--- config.mk ---
export PLATFORM = sky130hd
export DESIGN_NAME = qpot_top
export DESIGN_NICKNAME = d
export VERILOG_FILES = /design/src/verilog/qpot_pkg.sv /design/src/verilog/qpot_top.sv /design/src/verilog/qpot_sync.sv
export VERILOG_INCLUDE_DIRS = /design/src /design/src/verilog
export SDC_FILE = /design/constraint.sdc
export NUM_CORES = 1
export LEC_CHECK = 0
export BUFFER_PORTS_ARGS = -buffer_cell sky130_fd_sc_hd__clkbuf_2
export CORE_ASPECT_RATIO = 1.25
export CORE_MARGIN = 1.5
export CORE_UTILIZATION = 60
export DETAILED_ROUTE_END_ITERATION = 10
export PLACE_DENSITY = 0.8
export SLEW_MARGIN = 20
export SYNTH_ARGS = -nofsm -noshare
export SYNTH_HDL_FRONTEND = slang
export SYNTH_SLANG_ARGS = --single-unit
--- constraint.sdc ---
create_clock -name sys_clk_i -period 2.8 [get_ports sys_clk_i]
set_input_delay 0.14 -clock sys_clk_i [delete_from_list [all_inputs] [get_ports sys_clk_i]]
set_output_delay 0.14 -clock sys_clk_i [all_outputs]
set_load 0.01 [all_outputs]
--- src/verilog/qpot_consts.svh ---
// constants for the quad potentiometer two-wire register access block
`ifndef QPOT_CONSTS_SVH
`define QPOT_CONSTS_SVH
// ==========================================================
// register address byte decode
`define QPOT_ADDR_STATUS    3'h7
`define QPOT_ADDR_POT_LAST  3'h3
// ==========================================================
// selection status register layout and reset
`define QPOT_STATUS_RESET   8'h00
`define QPOT_STATUS_NV_BIT  0
`define QPOT_STATUS_BANK_LO 1
`define QPOT_STATUS_BANK_HI 2
// ==========================================================
// reset contents of wipers and nonvolatile data, and the value read from unused addresses
`define QPOT_WIPER_RESET    8'h00
`define QPOT_NV_RESET       8'h00
`define QPOT_UNUSED_READ    8'h00
// ==========================================================
// timing: nonvolatile cycle in microseconds, system clock in kHz
`define QPOT_NV_TIME_US     5000
`define QPOT_SYS_CLK_KHZ    10000
`define QPOT_NV_CYCLES      ((`QPOT_NV_TIME_US * `QPOT_SYS_CLK_KHZ) / 1000)
`endif

--- src/verilog/qpot_pkg.sv ---
// types shared by the quad potentiometer two-wire block
package qpot_pkg;
	typedef enum logic [4:0] {
		QPOT_IDLE = 5'h01,
		QPOT_RX   = 5'h02,
		QPOT_ACK  = 5'h04,
		QPOT_TX   = 5'h08,
		QPOT_RACK = 5'h10
	} qpot_state_e;
	typedef enum logic [2:0] {
		QPOT_PH_DEV  = 3'h1,
		QPOT_PH_REG  = 3'h2,
		QPOT_PH_DATA = 3'h4
	} qpot_phase_e;
	typedef logic [7:0] qpot_byte_t;
endpackage : qpot_pkg

--- src/verilog/qpot_top.sv ---
// two-wire slave register access for a quad digital potentiometer
// ==========================================================
`timescale 1ns/1ps
`include "qpot_consts.svh"
module qpot_top #(
	// arbitrary neutral device type code
	parameter logic [3:0]  DEV_TYPE  = 4'h9,
	parameter int unsigned NV_CYCLES = `QPOT_NV_CYCLES
) (
	// clock and reset
	input  wire logic                 sys_clk_i,
	input  wire logic                 nrst_i,
	// two-wire bus, open drain data line
	input  wire logic                 scl_i,
	input  wire logic                 sda_i,
	output logic                      sda_o,
	output logic                      sda_oe_o,
	// configuration pins
	input  wire logic [2:0]           hw_addr_i,
	input  wire logic                 wp_n_i,
	// wiper positions and status
	output logic [31:0]               wiper_pos_o,
	output logic                      nv_busy_o,
	output qpot_pkg::qpot_byte_t      selection_status_o
);
	import qpot_pkg::*;

	// ==========================================================
	// pin synchronisation and bus events
	logic [5:0] pins_s;
	qpot_sync #(.W(6)) qpot_sync_inst (
		.sys_clk_i (sys_clk_i),
		.nrst_i    (nrst_i),
		.pin_i     ({scl_i, sda_i, wp_n_i, hw_addr_i}),
		.sync_o    (pins_s)
	);
	logic       scl_s;
	logic       sda_s;
	logic       wp_s;
	logic [2:0] hw_addr_s;
	assign scl_s     = pins_s[5];
	assign sda_s     = pins_s[4];
	assign wp_s      = pins_s[3];
	assign hw_addr_s = pins_s[2:0];

	logic scl_prev_q;
	logic sda_prev_q;
	logic scl_rise;
	logic scl_fall;
	logic start_ev;
	logic stop_ev;
	assign scl_rise = scl_s & ~scl_prev_q;
	assign scl_fall = ~scl_s & scl_prev_q;
	assign start_ev = scl_s & scl_prev_q & sda_prev_q & ~sda_s;
	assign stop_ev  = scl_s & scl_prev_q & ~sda_prev_q & sda_s;

	// ==========================================================
	// state
	qpot_state_e state_q, state_d;
	qpot_phase_e phase_q, phase_d;
	logic [3:0]  bitcnt_q, bitcnt_d;
	qpot_byte_t  shift_q, shift_d;
	qpot_byte_t  tx_q, tx_d;
	logic        rw_q, rw_d;
	logic        mack_q, mack_d;
	logic        sda_oe_q, sda_oe_d;
	logic [2:0]  addr_q, addr_d;
	logic [1:0]  ch_q, ch_d;
	qpot_byte_t  status_q, status_d;
	qpot_byte_t  wiper_q [4];
	qpot_byte_t  wiper_d [4];
	qpot_byte_t  nv_q [16];
	qpot_byte_t  nv_d [16];
	qpot_byte_t  pend_q [4];
	qpot_byte_t  pend_d [4];
	logic [3:0]  pend_v_q, pend_v_d;
	logic        busy_q, busy_d;
	logic [31:0] cnt_q, cnt_d;
	logic        wr_pot_ev;
	logic        rd_load_ev;
	qpot_byte_t  rd_val;

	function automatic logic [1:0] ch_next(input logic [1:0] ch);
		ch_next = ch + 2'd1;
	endfunction : ch_next

	function automatic logic [3:0] nv_idx(input logic [1:0] bank, input logic [1:0] ch);
		nv_idx = {bank, ch};
	endfunction : nv_idx

	logic       nv_sel;
	logic [1:0] bank;
	assign nv_sel = status_q[`QPOT_STATUS_NV_BIT];
	assign bank   = status_q[`QPOT_STATUS_BANK_HI:`QPOT_STATUS_BANK_LO];

	// ==========================================================
	// next state
	always_comb begin
		state_d    = state_q;
		phase_d    = phase_q;
		bitcnt_d   = bitcnt_q;
		shift_d    = shift_q;
		tx_d       = tx_q;
		rw_d       = rw_q;
		mack_d     = mack_q;
		sda_oe_d   = sda_oe_q;
		addr_d     = addr_q;
		ch_d       = ch_q;
		status_d   = status_q;
		wiper_d    = wiper_q;
		nv_d       = nv_q;
		pend_d     = pend_q;
		pend_v_d   = pend_v_q;
		busy_d     = busy_q;
		cnt_d      = cnt_q;
		wr_pot_ev  = 1'b0;
		rd_load_ev = 1'b0;
		// read source follows address and selection bits
		if (addr_q == `QPOT_ADDR_STATUS)
			rd_val = status_q;
		else if (addr_q > `QPOT_ADDR_POT_LAST)
			rd_val = `QPOT_UNUSED_READ;
		else if (nv_sel)
			rd_val = nv_q[nv_idx(bank, ch_q)];
		else
			rd_val = wiper_q[ch_q];
		if (busy_q) begin
			// bus is deaf and the line stays released while programming
			state_d  = QPOT_IDLE;
			sda_oe_d = 1'b0;
			cnt_d    = cnt_q - 32'd1;
			if (cnt_q <= 32'd1)
				busy_d = 1'b0;
		end else if (start_ev) begin
			state_d  = QPOT_RX;
			phase_d  = QPOT_PH_DEV;
			bitcnt_d = 4'd0;
			sda_oe_d = 1'b0;
		end else if (stop_ev) begin
			state_d  = QPOT_IDLE;
			sda_oe_d = 1'b0;
			pend_v_d = 4'h0;
			if (|pend_v_q && wp_s) begin
				for (int j = 0; j < 4; j++) begin
					if (pend_v_q[j])
						nv_d[nv_idx(bank, j[1:0])] = pend_q[j];
				end
				busy_d = 1'b1;
				cnt_d  = NV_CYCLES;
			end
		end else begin
			unique case (state_q)
				QPOT_IDLE: begin
				end
				QPOT_RX: begin
					if (scl_rise && bitcnt_q < 4'd8) begin
						shift_d  = {shift_q[6:0], sda_s};
						bitcnt_d = bitcnt_q + 4'd1;
					end else if (scl_fall && bitcnt_q == 4'd8) begin
						state_d  = QPOT_ACK;
						sda_oe_d = 1'b1;
						unique case (phase_q)
							QPOT_PH_DEV: begin
								if (shift_q[7:4] == DEV_TYPE && shift_q[3:1] == hw_addr_s) begin
									rw_d = shift_q[0];
									if (!shift_q[0])
										phase_d = QPOT_PH_REG;
								end else begin
									state_d  = QPOT_IDLE;
									sda_oe_d = 1'b0;
								end
							end
							QPOT_PH_REG: begin
								addr_d  = shift_q[2:0];
								phase_d = QPOT_PH_DATA;
								if (shift_q[2:0] <= `QPOT_ADDR_POT_LAST)
									ch_d = shift_q[1:0];
							end
							QPOT_PH_DATA: begin
								if (addr_q == `QPOT_ADDR_STATUS) begin
									status_d = shift_q;
								end else if (addr_q <= `QPOT_ADDR_POT_LAST) begin
									wr_pot_ev       = 1'b1;
									wiper_d[ch_q]   = shift_q;
									ch_d            = ch_next(ch_q);
									if (nv_sel) begin
										pend_d[ch_q]   = shift_q;
										pend_v_d[ch_q] = 1'b1;
									end
								end
							end
							default: begin
								state_d  = QPOT_IDLE;
								sda_oe_d = 1'b0;
							end
						endcase
					end
				end
				QPOT_ACK: begin
					if (scl_fall) begin
						bitcnt_d = 4'd0;
						if (rw_q) begin
							rd_load_ev = 1'b1;
							state_d    = QPOT_TX;
							tx_d       = rd_val;
							sda_oe_d   = ~rd_val[7];
						end else begin
							state_d  = QPOT_RX;
							sda_oe_d = 1'b0;
						end
					end
				end
				QPOT_TX: begin
					if (scl_fall) begin
						if (bitcnt_q == 4'd7) begin
							state_d  = QPOT_RACK;
							sda_oe_d = 1'b0;
						end else begin
							tx_d     = {tx_q[6:0], 1'b0};
							sda_oe_d = ~tx_q[6];
							bitcnt_d = bitcnt_q + 4'd1;
						end
					end
				end
				QPOT_RACK: begin
					if (scl_rise)
						mack_d = ~sda_s;
					else if (scl_fall) begin
						bitcnt_d = 4'd0;
						if (mack_q) begin
							rd_load_ev = 1'b1;
							state_d    = QPOT_TX;
							tx_d       = rd_val;
							sda_oe_d   = ~rd_val[7];
						end else begin
							state_d = QPOT_IDLE;
						end
					end
				end
				default: begin
					state_d  = QPOT_IDLE;
					sda_oe_d = 1'b0;
				end
			endcase
			// a pot read moves nonvolatile data into the wiper when the nonvolatile bit is set, and always advances the channel
			if (rd_load_ev && addr_q <= `QPOT_ADDR_POT_LAST) begin
				if (nv_sel)
					wiper_d[ch_q] = rd_val;
				ch_d = ch_next(ch_q);
			end
		end
	end

	// ==========================================================
	// registers
	always_ff @(posedge sys_clk_i) begin
		if (!nrst_i) begin
			state_q    <= QPOT_IDLE;
			phase_q    <= QPOT_PH_DEV;
			bitcnt_q   <= 4'd0;
			shift_q    <= 8'h00;
			tx_q       <= 8'h00;
			rw_q       <= 1'b0;
			mack_q     <= 1'b0;
			sda_oe_q   <= 1'b0;
			addr_q     <= 3'h0;
			ch_q       <= 2'h0;
			status_q   <= `QPOT_STATUS_RESET;
			wiper_q    <= '{default: `QPOT_WIPER_RESET};
			nv_q       <= '{default: `QPOT_NV_RESET};
			pend_q     <= '{default: 8'h00};
			pend_v_q   <= 4'h0;
			busy_q     <= 1'b0;
			cnt_q      <= 32'd0;
			scl_prev_q <= 1'b1;
			sda_prev_q <= 1'b1;
		end else begin
			state_q    <= state_d;
			phase_q    <= phase_d;
			bitcnt_q   <= bitcnt_d;
			shift_q    <= shift_d;
			tx_q       <= tx_d;
			rw_q       <= rw_d;
			mack_q     <= mack_d;
			sda_oe_q   <= sda_oe_d;
			addr_q     <= addr_d;
			ch_q       <= ch_d;
			status_q   <= status_d;
			wiper_q    <= wiper_d;
			nv_q       <= nv_d;
			pend_q     <= pend_d;
			pend_v_q   <= pend_v_d;
			busy_q     <= busy_d;
			cnt_q      <= cnt_d;
			scl_prev_q <= scl_s;
			sda_prev_q <= sda_s;
		end
	end

	assign sda_o              = 1'b0;
	assign sda_oe_o           = sda_oe_q;
	assign nv_busy_o          = busy_q;
	assign selection_status_o = status_q;
	assign wiper_pos_o        = {wiper_q[3], wiper_q[2], wiper_q[1], wiper_q[0]};
endmodule : qpot_top

--- src/verilog/qpot_sync.sv ---
// two flip-flop synchroniser for pin inputs
`timescale 1ns/1ps
module qpot_sync #(
	parameter int W = 1
) (
	// clock and reset
	input  wire logic         sys_clk_i,
	input  wire logic         nrst_i,
	// pins in, synchronised out
	input  wire logic [W-1:0] pin_i,
	output logic      [W-1:0] sync_o
);
	logic [W-1:0] meta_q;
	logic [W-1:0] meta_d;
	logic [W-1:0] sync_q;
	logic [W-1:0] sync_d;
	always_comb begin
		meta_d = pin_i;
		sync_d = meta_q;
	end
	// resets high: an idle two-wire bus reads as released
	always_ff @(posedge sys_clk_i) begin
		if (!nrst_i) begin
			meta_q <= '1;
			sync_q <= '1;
		end else begin
			meta_q <= meta_d;
			sync_q <= sync_d;
		end
	end
	assign sync_o = sync_q;
endmodule : qpot_sync

Word-level counts from Yosys, hierarchy flattened
Cells that the tools add are included.

Logic and storage cells: 323. Input bits: 8. Flip-flop bits (word level): 286. Output and inout port bits: 43.

$lt $le $gt $ge: 18. Mux-type cells: 139. Equal/unequal tests: 46. Reduce and logical (&&, ||, !) cells: 47. Add/sub/neg operators: 3. Bitwise operators: 27.

Operators by type and width (number): 2-to-1 mux 128 bit (16); bitwise mux 128 bit (4); 2-to-1 mux 32 bit (15); demux 8 bit (select 4 bit) (4); bitwise mux 32 bit (3); 2-to-1 mux 8 bit (12); 2-to-1 mux 4 bit (17); 2-to-1 mux 7 bit (7); AND reduction 8 bit (6); 2-to-1 mux 5 bit (7); binary-select mux 8 bit (select 4 bit) (1); less-or-equal comparator 32 x 1 -> 1 bit, second input constant (1); subtractor 32 x 1 -> 32 bit, second input constant (1); inequality test 3 bit, second input constant (10); inequality test 2 bit, second input constant (14); inequality test 4 bit, second input constant (7); greater-or-equal comparator 5 bit, second input constant (5); NOT 4 -> 5 bit (5); one-hot mux 5 bit (5 select lines) (1); 2-to-1 mux 1 bit (24); 2-to-1 mux 3 bit (8); nonzero test 2 bit (11); one-hot mux 7 bit (3 select lines) (1); < comparator 5 x 1 -> 1 bit, second input constant (4); 46 further kinds (96).

Logic depth before layout (Yosys ltp)
Gate-level depths: netlist of the first run.

Depth in word-level cells: 25. Mapped depth: 10. Mapped depth without buffers: 8.

Hierarchy
From an unflattened synthesis of the first run, not the netlist that was laid out.

Cells, all modules: 1545. Area, all modules: 13659.4 sq um.

Modules (own cells, without submodules): qpot_top (area an instance 13320.3 sq um, cells an instance 1520, sequential area each 5485.3 sq um, instances 1); qpot_sync (area an instance 339.1 sq um, cells an instance 25, sequential area each 240.2 sq um, instances 1).

Worst setup path before layout of the first run
Ideal clock, no wire load.

Path kind: reg-to-reg. From: reg ch_q[0]. To: reg wiper_q, in the netlist wiper_pos_o[15]. Path buffers: 1. Period minus slack after synthesis: 2.261 ns. Library setup time: 0.117 ns. Data arrival time: 2.143 ns. Setup slack: 0.539 ns. Required time: 2.683 ns. Cell stages (with the launch flop): 8. Path through: dfxtp_1 > buf_6 > mux4_2 > a22o_1 > or4_1 > nand3b_1 > a21oi_1 > a32o_1.

Longest elaborated chain between the ends: 18. Elaborated cells between the ends (all ways): 29. Those cells by class: 2 x order compare; 24 x mux; 2 x bitwise; 1 x reduce/logical.

RTL lines: from (decl) (line qpot_top.sv:68) `logic [1:0] ch_q, ch_d;`; from (signal assigned) (line qpot_top.sv:287) `ch_q <= ch_d;`; NOT 2 -> 3 bit (implied by the code) (line qpot_top.sv:126, qpot_top.sv:184, qpot_top.sv:248); greater-or-equal comparator 3 bit (implied by the code) or < comparator 3 x 1 -> 1 bit (tied branches) (line qpot_top.sv:184, qpot_top.sv:248); logical AND 1 bit (implied by the code) (line qpot_top.sv:184, qpot_top.sv:248); 2-to-1 mux 8 bit (implied by the code) (line qpot_top.sv:184, qpot_top.sv:248); demux 8 bit (select 2 bit) (line qpot_top.sv:184, qpot_top.sv:248); bitwise mux 32 bit (line qpot_top.sv:184) `wiper_d[ch_q] = shift_q;`; 2-to-1 mux 32 bit (line qpot_top.sv:182) `` end else if (addr_q <= `QPOT_ADDR_POT_LAST) begin ``; 2-to-1 mux 32 bit (line qpot_top.sv:180) `` if (addr_q == `QPOT_ADDR_STATUS) begin ``; [2 not listed]; 2-to-1 mux 32 bit (line qpot_top.sv:156) `if (scl_rise && bitcnt_q < 4'd8) begin`; 2-to-1 mux 32 bit (line qpot_top.sv:152) `unique case (state_q)`; 2-to-1 mux 32 bit (line qpot_top.sv:139) `end else if (stop_ev) begin`; 2-to-1 mux 32 bit (line qpot_top.sv:134) `end else if (start_ev) begin`; 2-to-1 mux 32 bit (line qpot_top.sv:127) `if (busy_q) begin`; bitwise mux 32 bit (line qpot_top.sv:248) `wiper_d[ch_q] = rd_val;`; 2-to-1 mux 32 bit (line qpot_top.sv:247) `if (nv_sel)`; 2-to-1 mux 32 bit (*) (line qpot_top.sv:246) `` if (rd_load_ev && addr_q <= `QPOT_ADDR_POT_LAST) begin ``; to (signal assigned) (line qpot_top.sv:289) `wiper_q <= wiper_d;`; to (decl) (line qpot_top.sv:70) `qpot_byte_t wiper_q [4];`.

Every way passes the cells marked *; elsewhere a longest branch is shown, timed or not. The select of a mux whose other input is x is not followed. A chain may end at the register's enable or synchronous reset.

Final worst setup path of the first run
From: reg bitcnt_q[0]. To: reg pend_q[25] in the netlist's numbering.

Longest elaborated chain between the ends: 4. Elaborated cells between the ends (all ways): 6. Those cells by class: 1 x order compare; 1 x eq/ne; 1 x bitwise; 3 x reduce/logical.

RTL lines: from (decl) (line qpot_top.sv:61) `logic [3:0] bitcnt_q, bitcnt_d;`; from (signal assigned) (line qpot_top.sv:280) `bitcnt_q <= bitcnt_d;`; < comparator 4 bit (line qpot_top.sv:156); logical AND 1 bit (line qpot_top.sv:156); NOT 1 bit (no line); AND reduction 10 bit (no line) (*); to (signal assigned) (line qpot_top.sv:291) `pend_q <= pend_d;`; to (decl) (line qpot_top.sv:74) `qpot_byte_t pend_q [4];`.

Every way passes the cells marked *; elsewhere a longest branch is shown, timed or not.

==> qor.csv, run 1 <==
stage,metric,value,unit
sta,finalSetupViolations,0,
clocking,clkTransAtPathRegs,0.07,ns
place,dp.cells,1720,
layout,n_antenna_cell,0,
sta,finClkSkew,0.009736,ns
min_path,hold_start,nrst_i,
min_path,hold_end,state_q[3],
sta,post-route-period-util,95.67,%
route,drtIter0Drc,1175,
sta,worst_pin_slew,1.083,ns
layout,syn_to_final_growth,12.79,%
pwr,sequentialPowerShare,51.6,%
grt,grt_pass1_wl,59480,µm
yosys,ys_ff_latch,286,
grt,grt_start_max_net_pins,105,
pwr,pwr-share-clk,46.2,%
worst_setup_path,crit_required,3.20,ns
floorplan,start_util,60.89,%
floorplan,ioPinCount,51,
pwr,vdd_ir_drop_max,0.5273,mV
clocking,cts-root-buf,clkbuf_16,
layout,utilization,68.68,%
worst_setup_path,cp-start-kind,flip-flop,
layout,most-common-layout-cells,"dfxtp_1 (284), nor2_1 (146), nand2_1 (140)",
layout,final_nets,1492,
route,wire_per_inst,21.39,µm
route,drc_errors,0,
sta,grt_setup_unrepaired,false,
yosys,synthFlopType,dfxtp_1,
yosys,synth_edf_count,0,
sta,finalWorstSetupSlack,0.1212,ns
grt,track_usage,33.32,%
layout,n_fill_cell,1713,
job,drv_cap,0,
floorplan,core-area,21470,µm²
pwr,power_density,538.0,nW/µm²
min_path,hold_depth,3,
pwr,finalPower,7.934,mW
yosys,post_synth_instance_area,13070,µm²
clocking,clock-sinks,286,
worst_setup_path,r2r_setup_slack,0.12,ns
clocking,numCtsBuffers,27,
yosys,synth_top_area_share,43.79,%
pwr,power_frac_comb,2.2,%
pwr,netSwitchingFraction,21.13,%
sta,holdWs,0.07778,ns
worst_setup_path,slowest_delay,0.56,ns
yosys,seq_area_frac_synth,43.79,%
layout,stdcell_area,14750,µm²
floorplan,die_area,22690,µm²
route,num_vias,11490,
clocking,insertion_delay,0.53,ns
min_path,min_path_type,primary input to flip-flop,
sta,period_needed,2.679,ns
pwr,p_leak,5.985,nW
worst_setup_path,slowest_stage,nor4_4,
sta,hold_viol_final,0,
sta,fmax,0.3733,GHz
sta,drv_slew,0,
clocking,htree_levels,1,
worst_setup_path,endpoint_kind,flip-flop,
worst_setup_path,path_class,flip-flop to flip-flop,
route,drt_wl_total,37910,µm
layout,final_common_cell,dfxtp_1,
place,dp_slack,0.2521,ns
yosys,avgSynthCellArea,9.187,µm²
layout,final_cells,1772,
clocking,cts_tree,done,
route,avgViaCountPerCell,6.485,
yosys,postSynthCellCount,1423,
route,ant_nets,0,
floorplan,num_rows,60,
grt,grt_pass1_vias,11130,
grt,antenna_found_initial,0,
grt,grt_overflow_total,0,
worst_setup_path,worstPathMaxFanout,8,
floorplan,dieHeight,168.0,µm
pwr,power.internal,6.257,mW
yosys,syn-num-nets,1439,
pwr,switchingPower,1.676,mW
yosys,synthArstFlopShare,0,%
yosys,yosys-top-cells-area,"dfxtp_1 (44%), mux2i_1 (11%), nand3_1 (4.2%)",
worst_setup_path,crit_arrival,3.08,ns
worst_setup_path,reg2regPathDepth,8,
place,place_area,13800,µm²
sta,fin_setup_tns,0,ns
place,port_buffers,49,
clocking,cts_buffer_depth,3,
place,gp_congestion,0.9518,
sta,max-slew-margin-rel,27.53,%
yosys,synth_cell_types,80,
route,drt-pass1-iter-count,5,
worst_setup_path,r2r-end,pend_q[25],
yosys,yosys.area.top_type,dfxtp_1,
yosys,synth_warnings,0,
worst_setup_path,crit_chain,"inv_1, ha_1, and3b_1, nand4_1, nor4_4, nand2_2, mux2i_1, nor2_1",
place,hpwl,26030,µm
layout,drive_gt1_share,15.74,%
status,outcome,"complete, no violations",
floorplan,fp.dieW,135.0,µm
worst_setup_path,r2r-start,bitcnt_q[0],
[registers in the layout (all words and copies together), names as in the netlist, 2 cells and up]
signal / flops
state_q: 5
tx_q: 7
bitcnt_q: 4
qpot_sync_inst.meta_q: 6
qpot_sync_inst.sync_o: 6
phase_q: 3
pend_v_q: 4
selection_status_o: 8
pend_q: 32
wiper_pos_o: 32
nv_q: 128
ch_q: 2
addr_q: 3
cnt_q: 32
shift_q: 8
[worst max-delay path: cells and delay by family (launching register included)]
family,cells,cell delay [ns]
adders and majority gates,1,0.17
buffers and inverters,1,0.07
DFF,1,0.35
muxes,1,0.30
and+or+nand+nor,5,1.65
[routing by layer]
metal / vias to the layer above / wire [µm] / share of wire, % / global-route usage [%]
met5: - / 0 / 0 / 0
met4: 0 / 2835 / 7.5 / 21.22
met3: 177 / 2706 / 7.1 / 4.727
met2: 569 / 18050 / 48 / 56.10
met1: 5481 / 14320 / 38 / 39.85
li1: 5265 / - / - / -
[worst max-delay path by stage]
stage / cells past startpoint / start / slack [ns] / to
final: 8 / bitcnt_q[0] / 0.12 / pend_q[25]
after global placement: 7 / ch_q[0] / 0.27 / tx_q[1]
after detailed placement: 8 / ch_q[0] / 0.25 / tx_q[1]
after floorplan: 7 / ch_q[0] / 0.54 / wiper_pos_o[15]
after global routing: 8 / bitcnt_q[0] / 0.0003 / pend_q[25]
after CTS: 7 / ch_q[0] / 0.18 / tx_q[4]
[power by group through the flow]
stage	logic, mW	clock network (mW)	registers (mW)
2_1_floorplan	0.122	0	4.18
3_3_place_gp	0.163	0	4.18
3_5_place_dp	0.165	0	4.18
4_1_cts	0.172	3.70	4.09
5_1_grt	0.188	3.85	4.09
6_report	0.175	3.67	4.09
[cells in the mapped netlist, types with 12 or more instances]
cell type	instances
nor2b_1	13
nand2b_1	22
mux2i_1	138
nor3_1	25
or3_1	12
mux4_2	22
inv_1	15
mux2_2	22
o221ai_1	28
buf_2	18
nor2_1	146
o21ai_0	26
nand3_1	110
a21oi_1	101
dfxtp_1	286
clkbuf_1	66
nand2_1	140
[logic make-up after synthesis]
family	synth area share (%)
adders and majority gates	0.7657
muxes	16.25
and+or+nand+nor	20.91
xor gates and xnor gates	0.7369
buffers and inverters	3.646
AOI/OAI and AO/OA	13.87
other	0.02868
DFF	43.79
[area by class of cell]
class | instances | area, µm² | share of cell area [%]
sequential | 286 | 5728 | 38.85
timing repair buffer | 119 | 848.3 | 5.753
clock buffer | 37 | 783.3 | 5.312
clock inverter | 9 | 100.1 | 0.6788
inverter | 16 | 65.06 | 0.4412
tap | 279 | 349.1 | 2.367
multi-input combinational | 1026 | 6872 | 46.60
[timing repair]
action                                 4_1_cts  5_1_grt
endpoints found under the hold margin        6        0
hold buffers                                 6        0
setup buffers                                0        0
setup endpoints to repair                    0        0
resized for setup                            0        0
No activity file was read; power rests on OpenSTA's default activity.
==> run 2: changes to the inputs <==
PLACE_DENSITY = 0.88   (was 0.8)
==> qor.csv, run 2 (synthesis gave the netlist of run 1 again) <==
stage,metric,value,unit,change
status,outcome,"complete, no violations",,
floorplan,num_rows,60,,unchanged
floorplan,core-area,21470,µm²,unchanged
grt,grt_overflow_total,0,,unchanged
sta,worst_pin_slew,1.164,ns,+0.08150 ns
pwr,power_density,552.0,nW/µm²,+2.6%
pwr,netSwitchingFraction,21.23,%,+0.11 points
route,drt-pass1-iter-count,8,,+3
layout,n_antenna_cell,0,,unchanged
clocking,insertion_delay,0.56,ns,+0.03 ns
layout,syn_to_final_growth,12.71,%,about the same
layout,largest-register,nv_q,,
worst_setup_path,r2r_setup_slack,0.06,ns,-0.06 ns
sta,max-slew-margin-rel,22.08,%,-5.5 points
clocking,cts-root-buf,clkbuf_16,,
grt,grt_start_max_net_pins,93,,-11%
sta,grt_setup_unrepaired,false,,
floorplan,die_area,22690,µm²,unchanged
layout,drive_gt1_share,15.36,%,-0.38 points
worst_setup_path,r2r-start,selection_status_o[1],,
worst_setup_path,crit_arrival,3.24,ns,+0.16 ns
pwr,switchingPower,1.727,mW,+3.0%
pwr,vdd_ir_drop_max,0.4592,mV,-13%
floorplan,ioPinCount,51,,unchanged
sta,hold_viol_final,0,,unchanged
worst_setup_path,endpoint,wiper_pos_o[8],,
sta,period_needed,2.740,ns,+0.06119 ns
clocking,post-cts-setup-buffers,0,,unchanged
worst_setup_path,endpoint_kind,flip-flop,,
clocking,clock-sinks,286,,unchanged
sta,finalSetupViolations,0,,unchanged
route,drtIter0Drc,1381,,+18%
route,wire_per_inst,21.39,µm,about the same
sta,fmax,0.3650,GHz,-2.2%
worst_setup_path,crit_required,3.30,ns,+0.10 ns
pwr,sequentialPowerShare,50.3,%,-1.3 points
layout,most-common-layout-cells,"dfxtp_1 (284), nor2_1 (146), nand2_1 (140)",,
route,num_vias,11780,,+2.5%
pwr,power_frac_comb,2.1,%,about the same
grt,grt_pass1_vias,11510,,+3.4%
sta,fin_setup_tns,0,ns,unchanged
grt,antenna_found_initial,0,,unchanged
worst_setup_path,worstPathMaxFanout,12,,+4
floorplan,start_util,60.89,%,unchanged
place,gp_congestion,0.9696,,+1.9%
pwr,finalPower,8.134,mW,+2.5%
pwr,pwr-share-clk,47.6,%,+1.4 points
place,hpwl,25750,µm,-1.1%
layout,final_nets,1487,,-0.34%
worst_setup_path,r2r-end,wiper_pos_o[8],,
worst_setup_path,cp-start-kind,flip-flop,,
clocking,clkTransAtPathRegs,0.06,ns,about the same
clocking,numCtsBuffers,28,,+3.7%
clocking,cts_buffer_depth,3,,unchanged
sta,post-route-period-util,97.86,%,+2.2 points
worst_setup_path,path_class,flip-flop to flip-flop,,
worst_setup_path,cp-startpoint,selection_status_o[1],,
sta,drv_slew,0,,unchanged
route,drt_wl_total,37870,µm,-0.11%
grt,track_usage,33.16,%,-0.16 points
worst_setup_path,reg2regPathDepth,6,,-2
floorplan,fp.dieW,135.0,µm,unchanged
clocking,htree_levels,1,,unchanged
job,drv_cap,0,,unchanged
clocking,cts_tree,done,,
min_path,min_path_type,primary input to flip-flop,,
sta,finClkSkew,0.03085,ns,+0.02112 ns
route,avgViaCountPerCell,6.655,,+2.6%
floorplan,dieHeight,168.0,µm,unchanged
place,port_buffers,49,,unchanged
pwr,p_leak,5.997,nW,+0.21%
pwr,power.internal,6.407,mW,+2.4%
route,drc_errors,0,,unchanged
layout,largest_reg_flops,128,,unchanged
layout,final_common_cell,dfxtp_1,,
route,ant_nets,0,,unchanged
grt,grt_pass1_wl,60290,µm,+1.4%
## run 2: cell count changes in the layout (fill, tap and decap cells not counted), moves of 3 or more
| cell | change |
|---|---|
| buf_4 | -3 |
| clkbuf_1 | +4 |
| clkinv_2 | -3 |
| buf_12 | -3 |
## run 2: final cells by class
type                            count  area, µm²
Clock buffer                       41      809.5
Clock inverter                      9      140.1
Multi-Input combinational cell   1026       6878
Inverter                           16      65.06
Sequential cell                   286       5728
Tap cell                          279      349.1
Fill cell                        1542       6735
Timing Repair Buffer              113      765.7
## run 2: stage by stage
| stage | worst slack, ns | cells | util (%) | instance area, µm² | hold slack, ns |
|---|---|---|---|---|---|
| after global routing | 0.05952 | 1770 | 68.63 | 14740 | 0.1277 |
| after global placement | 0.3457 | 1714 | 63.90 | 13720 | 0.3298 |
| final | 0.06002 | 1770 | 68.63 | 14740 | 0.1255 |
| after floorplan | 0.5391 | 1423 | - | 13070 | 0.2415 |
| after CTS | 0.2336 | 1770 | 68.60 | 14730 | 0.1071 |
| after detailed placement | 0.2682 | 1714 | 63.90 | 13720 | 0.3326 |
## run 2: worst min path at each step
| stage | from | to | slack (ns) | cells past startpoint |
|---|---|---|---|---|
| 2_1_floorplan | hw_addr_i[0] | qpot_sync_inst.meta_q[0] | 0.24 | 1 |
| 3_3_place_gp | sda_i | qpot_sync_inst.meta_q[4] | 0.33 | 2 |
| 3_5_place_dp | scl_i | qpot_sync_inst.meta_q[5] | 0.33 | 2 |
| 4_1_cts | nrst_i | qpot_sync_inst.meta_q[3] | 0.11 | 3 |
| 5_1_grt | nrst_i | qpot_sync_inst.meta_q[3] | 0.13 | 3 |
| 6_report | nrst_i | qpot_sync_inst.sync_o[2] | 0.13 | 3 |
## run 2: critical path, cell delays in order (launching register included)
cell,delay [ns]
dfxtp_1,0.38
nor2_1,0.91
a22oi_1,0.36
a221oi_1,0.48
buf_4,0.22
a32o_1,0.18
a32o_1,0.14
## run 2: metal layers
metal	GRT usage [%]	vias up	part of all wire, %
met3	5.992	199	9.0
li1	-	5258	-
met4	19.26	0	6.5
met2	55.56	720	47
met1	39.82	5602	37
met5	0	-	0
## run 2: power by group through the flow
stage	sequential [mW]	clock, mW	combinational [mW]
after floorplan	4.18	0	0.122
after global placement	4.18	0	0.153
final	4.09	3.87	0.168
after global routing	4.09	4.04	0.182
after CTS	4.09	3.87	0.164
after detailed placement	4.18	0	0.156
## run 2: timing repair
action / 4_1_cts / 5_1_grt
setup endpoints to repair: 0 / 2
gates resized for setup: 0 / 1
hold endpoints to repair: 6 / 0
hold buffers: 6 / 0
==> run 3: changes to the inputs <==
RECOVER_POWER = 25   (was default)
SETUP_SLACK_MARGIN = 0.02   (was default)
==> qor.csv, run 3 (synthesis gave the netlist of run 1 again) <==
stage,metric,value,unit,change
status,outcome,"complete, no violations",,
worst_setup_path,r2r_setup_slack,0.07,ns,about the same
floorplan,start_util,60.89,%,unchanged
layout,final_cells,1770,,unchanged
pwr,p_leak,5.824,nW,-2.9%
clocking,numCtsBuffers,28,,unchanged
floorplan,dieHeight,168.0,µm,unchanged
floorplan,fp.dieW,135.0,µm,unchanged
floorplan,num_rows,60,,unchanged
grt,grt_start_max_net_pins,93,,unchanged
layout,final_common_cell,dfxtp_1,,
worst_setup_path,path_class,flip-flop to flip-flop,,
sta,grt_setup_unrepaired,false,,
route,ant_nets,0,,unchanged
worst_setup_path,r2r-end,wiper_pos_o[8],,
place,dp_slack,0.2682,ns,unchanged
clocking,cts_tree,done,,
sta,holdWs,0.2003,ns,+0.07477 ns
place,place_area,13720,µm²,unchanged
min_path,hold_depth,3,,unchanged
sta,worst_pin_slew,1.249,ns,+0.08470 ns
place,dp.cells,1714,,unchanged
route,wire_per_inst,21.40,µm,about the same
layout,final_nets,1487,,unchanged
route,drc_errors,0,,unchanged
route,drt-pass1-iter-count,7,,-1
floorplan,core-area,21470,µm²,unchanged
clocking,cts_buffer_depth,3,,unchanged
clocking,cts-root-buf,clkbuf_16,,
sta,finalSetupViolations,0,,unchanged
clocking,clkTransAtPathRegs,0.07,ns,about the same
min_path,hold_end,qpot_sync_inst.sync_o[2],,
layout,n_antenna_cell,0,,unchanged
worst_setup_path,r2r-start,selection_status_o[1],,
job,drv_cap,0,,unchanged
worst_setup_path,worstPathMaxFanout,12,,unchanged
layout,regArea,5728,µm²,unchanged
layout,stdcell_area,14650,µm²,-0.55%
sta,fmax,0.3667,GHz,+0.48%
layout,n_fill_cell,1579,,+2.4%
place,gp_congestion,0.9696,,unchanged
layout,syn_to_final_growth,12.09,%,
route,drtIter0Drc,1370,,-0.80%
worst_setup_path,reg2regPathDepth,6,,unchanged
sta,max-slew-margin-rel,16.72,%,-5.4 points
grt,grt_overflow_total,0,,unchanged
worst_setup_path,cp-start-kind,flip-flop,,
layout,multi_input_area,6878,µm²,unchanged
grt,grt_pass1_wl,60290,µm,unchanged
floorplan,die_area,22690,µm²,unchanged
layout,drive_gt1_share,12.07,%,-3.3 points
clocking,post-cts-setup-buffers,0,,unchanged
sta,finClkSkew,0.02904,ns,-0.001810 ns
layout,most-common-layout-cells,"dfxtp_1 (284), nor2_1 (146), nand2_1 (140)",,
floorplan,ioPinCount,51,,unchanged
grt,grt_pass1_vias,11510,,unchanged
sta,hold_viol_final,0,,unchanged
place,port_buffers,49,,unchanged
clocking,clock-sinks,286,,unchanged
min_path,min_path_type,primary input to flip-flop,,
place,hpwl,25750,µm,unchanged
layout,largest_reg_flops,128,,unchanged
worst_setup_path,crit_arrival,3.22,ns,-0.02 ns
worst_setup_path,crit_required,3.29,ns,about the same
route,drt_wl_total,37880,µm,about the same
clocking,htree_levels,1,,unchanged
sta,fin_setup_tns,0,ns,unchanged
clocking,insertion_delay,0.56,ns,about the same
pwr,power_density,555.0,nW/µm²,+0.55%
route,num_vias,11870,,+0.76%
sta,finalWorstSetupSlack,0.07300,ns,+0.01298 ns
min_path,hold_start,nrst_i,,
sta,post-route-period-util,97.39,%,-0.46 points
grt,track_usage,33.16,%,unchanged
sta,period_needed,2.727,ns,-0.01298 ns
layout,largest-register,nv_q,,
route,avgViaCountPerCell,6.705,,+0.76%
grt,antenna_found_initial,0,,unchanged
pwr,vdd_ir_drop_max,0.4539,mV,-1.2%
sta,drv_slew,0,,unchanged
worst_setup_path,endpoint_kind,flip-flop,,
[run 3: per-layer routing]
layer	global-route usage [%]	vias to the layer above	part of all wire, %
li1	-	5260	-
met1	39.82	5641	37
met2	55.56	769	47
met3	5.992	198	9.2
met4	19.26	0	6.4
met5	0	-	0
[run 3: layout make-up]
cell class	count	share of cell area, %
Timing Repair Buffer	113	4.670
Multi-Input combinational cell	1026	46.93
Clock inverter	9	0.9563
Tap cell	279	2.382
Clock buffer	41	5.524
Sequential cell	286	39.09
Inverter	16	0.4440
[run 3: metrics by stage]
| step | utilization, % | power (mW) |
|---|---|---|
| finish | 68.25 | 8.133 |
| floorplan | - | 4.299 |
| CTS | 68.60 | 8.131 |
| global route | 68.25 | 8.312 |
| detailed placement | 63.90 | 4.339 |
| global placement | 63.90 | 4.336 |
[run 3: report_power, final]
part,internal (mW),total (mW),switching (mW)
Sequential,4.08,4.09,0.0132
Combinational,0.0471,0.167,0.120
Clock,2.28,3.87,1.59
[run 3: worst max-delay path by stage]
stage	start	end	slack [ns]	cells past startpoint
floorplan	ch_q[0]	wiper_pos_o[15]	0.54	7
global placement	qpot_sync_inst.sync_o[4]	wiper_pos_o[22]	0.35	6
detailed placement	qpot_sync_inst.sync_o[4]	wiper_pos_o[21]	0.27	6
CTS	selection_status_o[1]	wiper_pos_o[8]	0.23	6
global route	pend_v_q[0]	cnt_q[19]	0.04	5
finish	selection_status_o[1]	wiper_pos_o[8]	0.07	6
[run 3: worst max-delay path, cell delays in order, from the launching register on]
cell      delay, ns
dfxtp_1        0.37
nor2_1         0.90
a22oi_1        0.37
a221oi_1       0.48
buf_4          0.21
a32o_1         0.18
a32o_1         0.15
[run 3: repair_timing]
action	CTS	global route
setup endpoints to repair	0	5
hold buffers	6	0
gates resized for setup	0	1
endpoints found under the hold margin	6	0
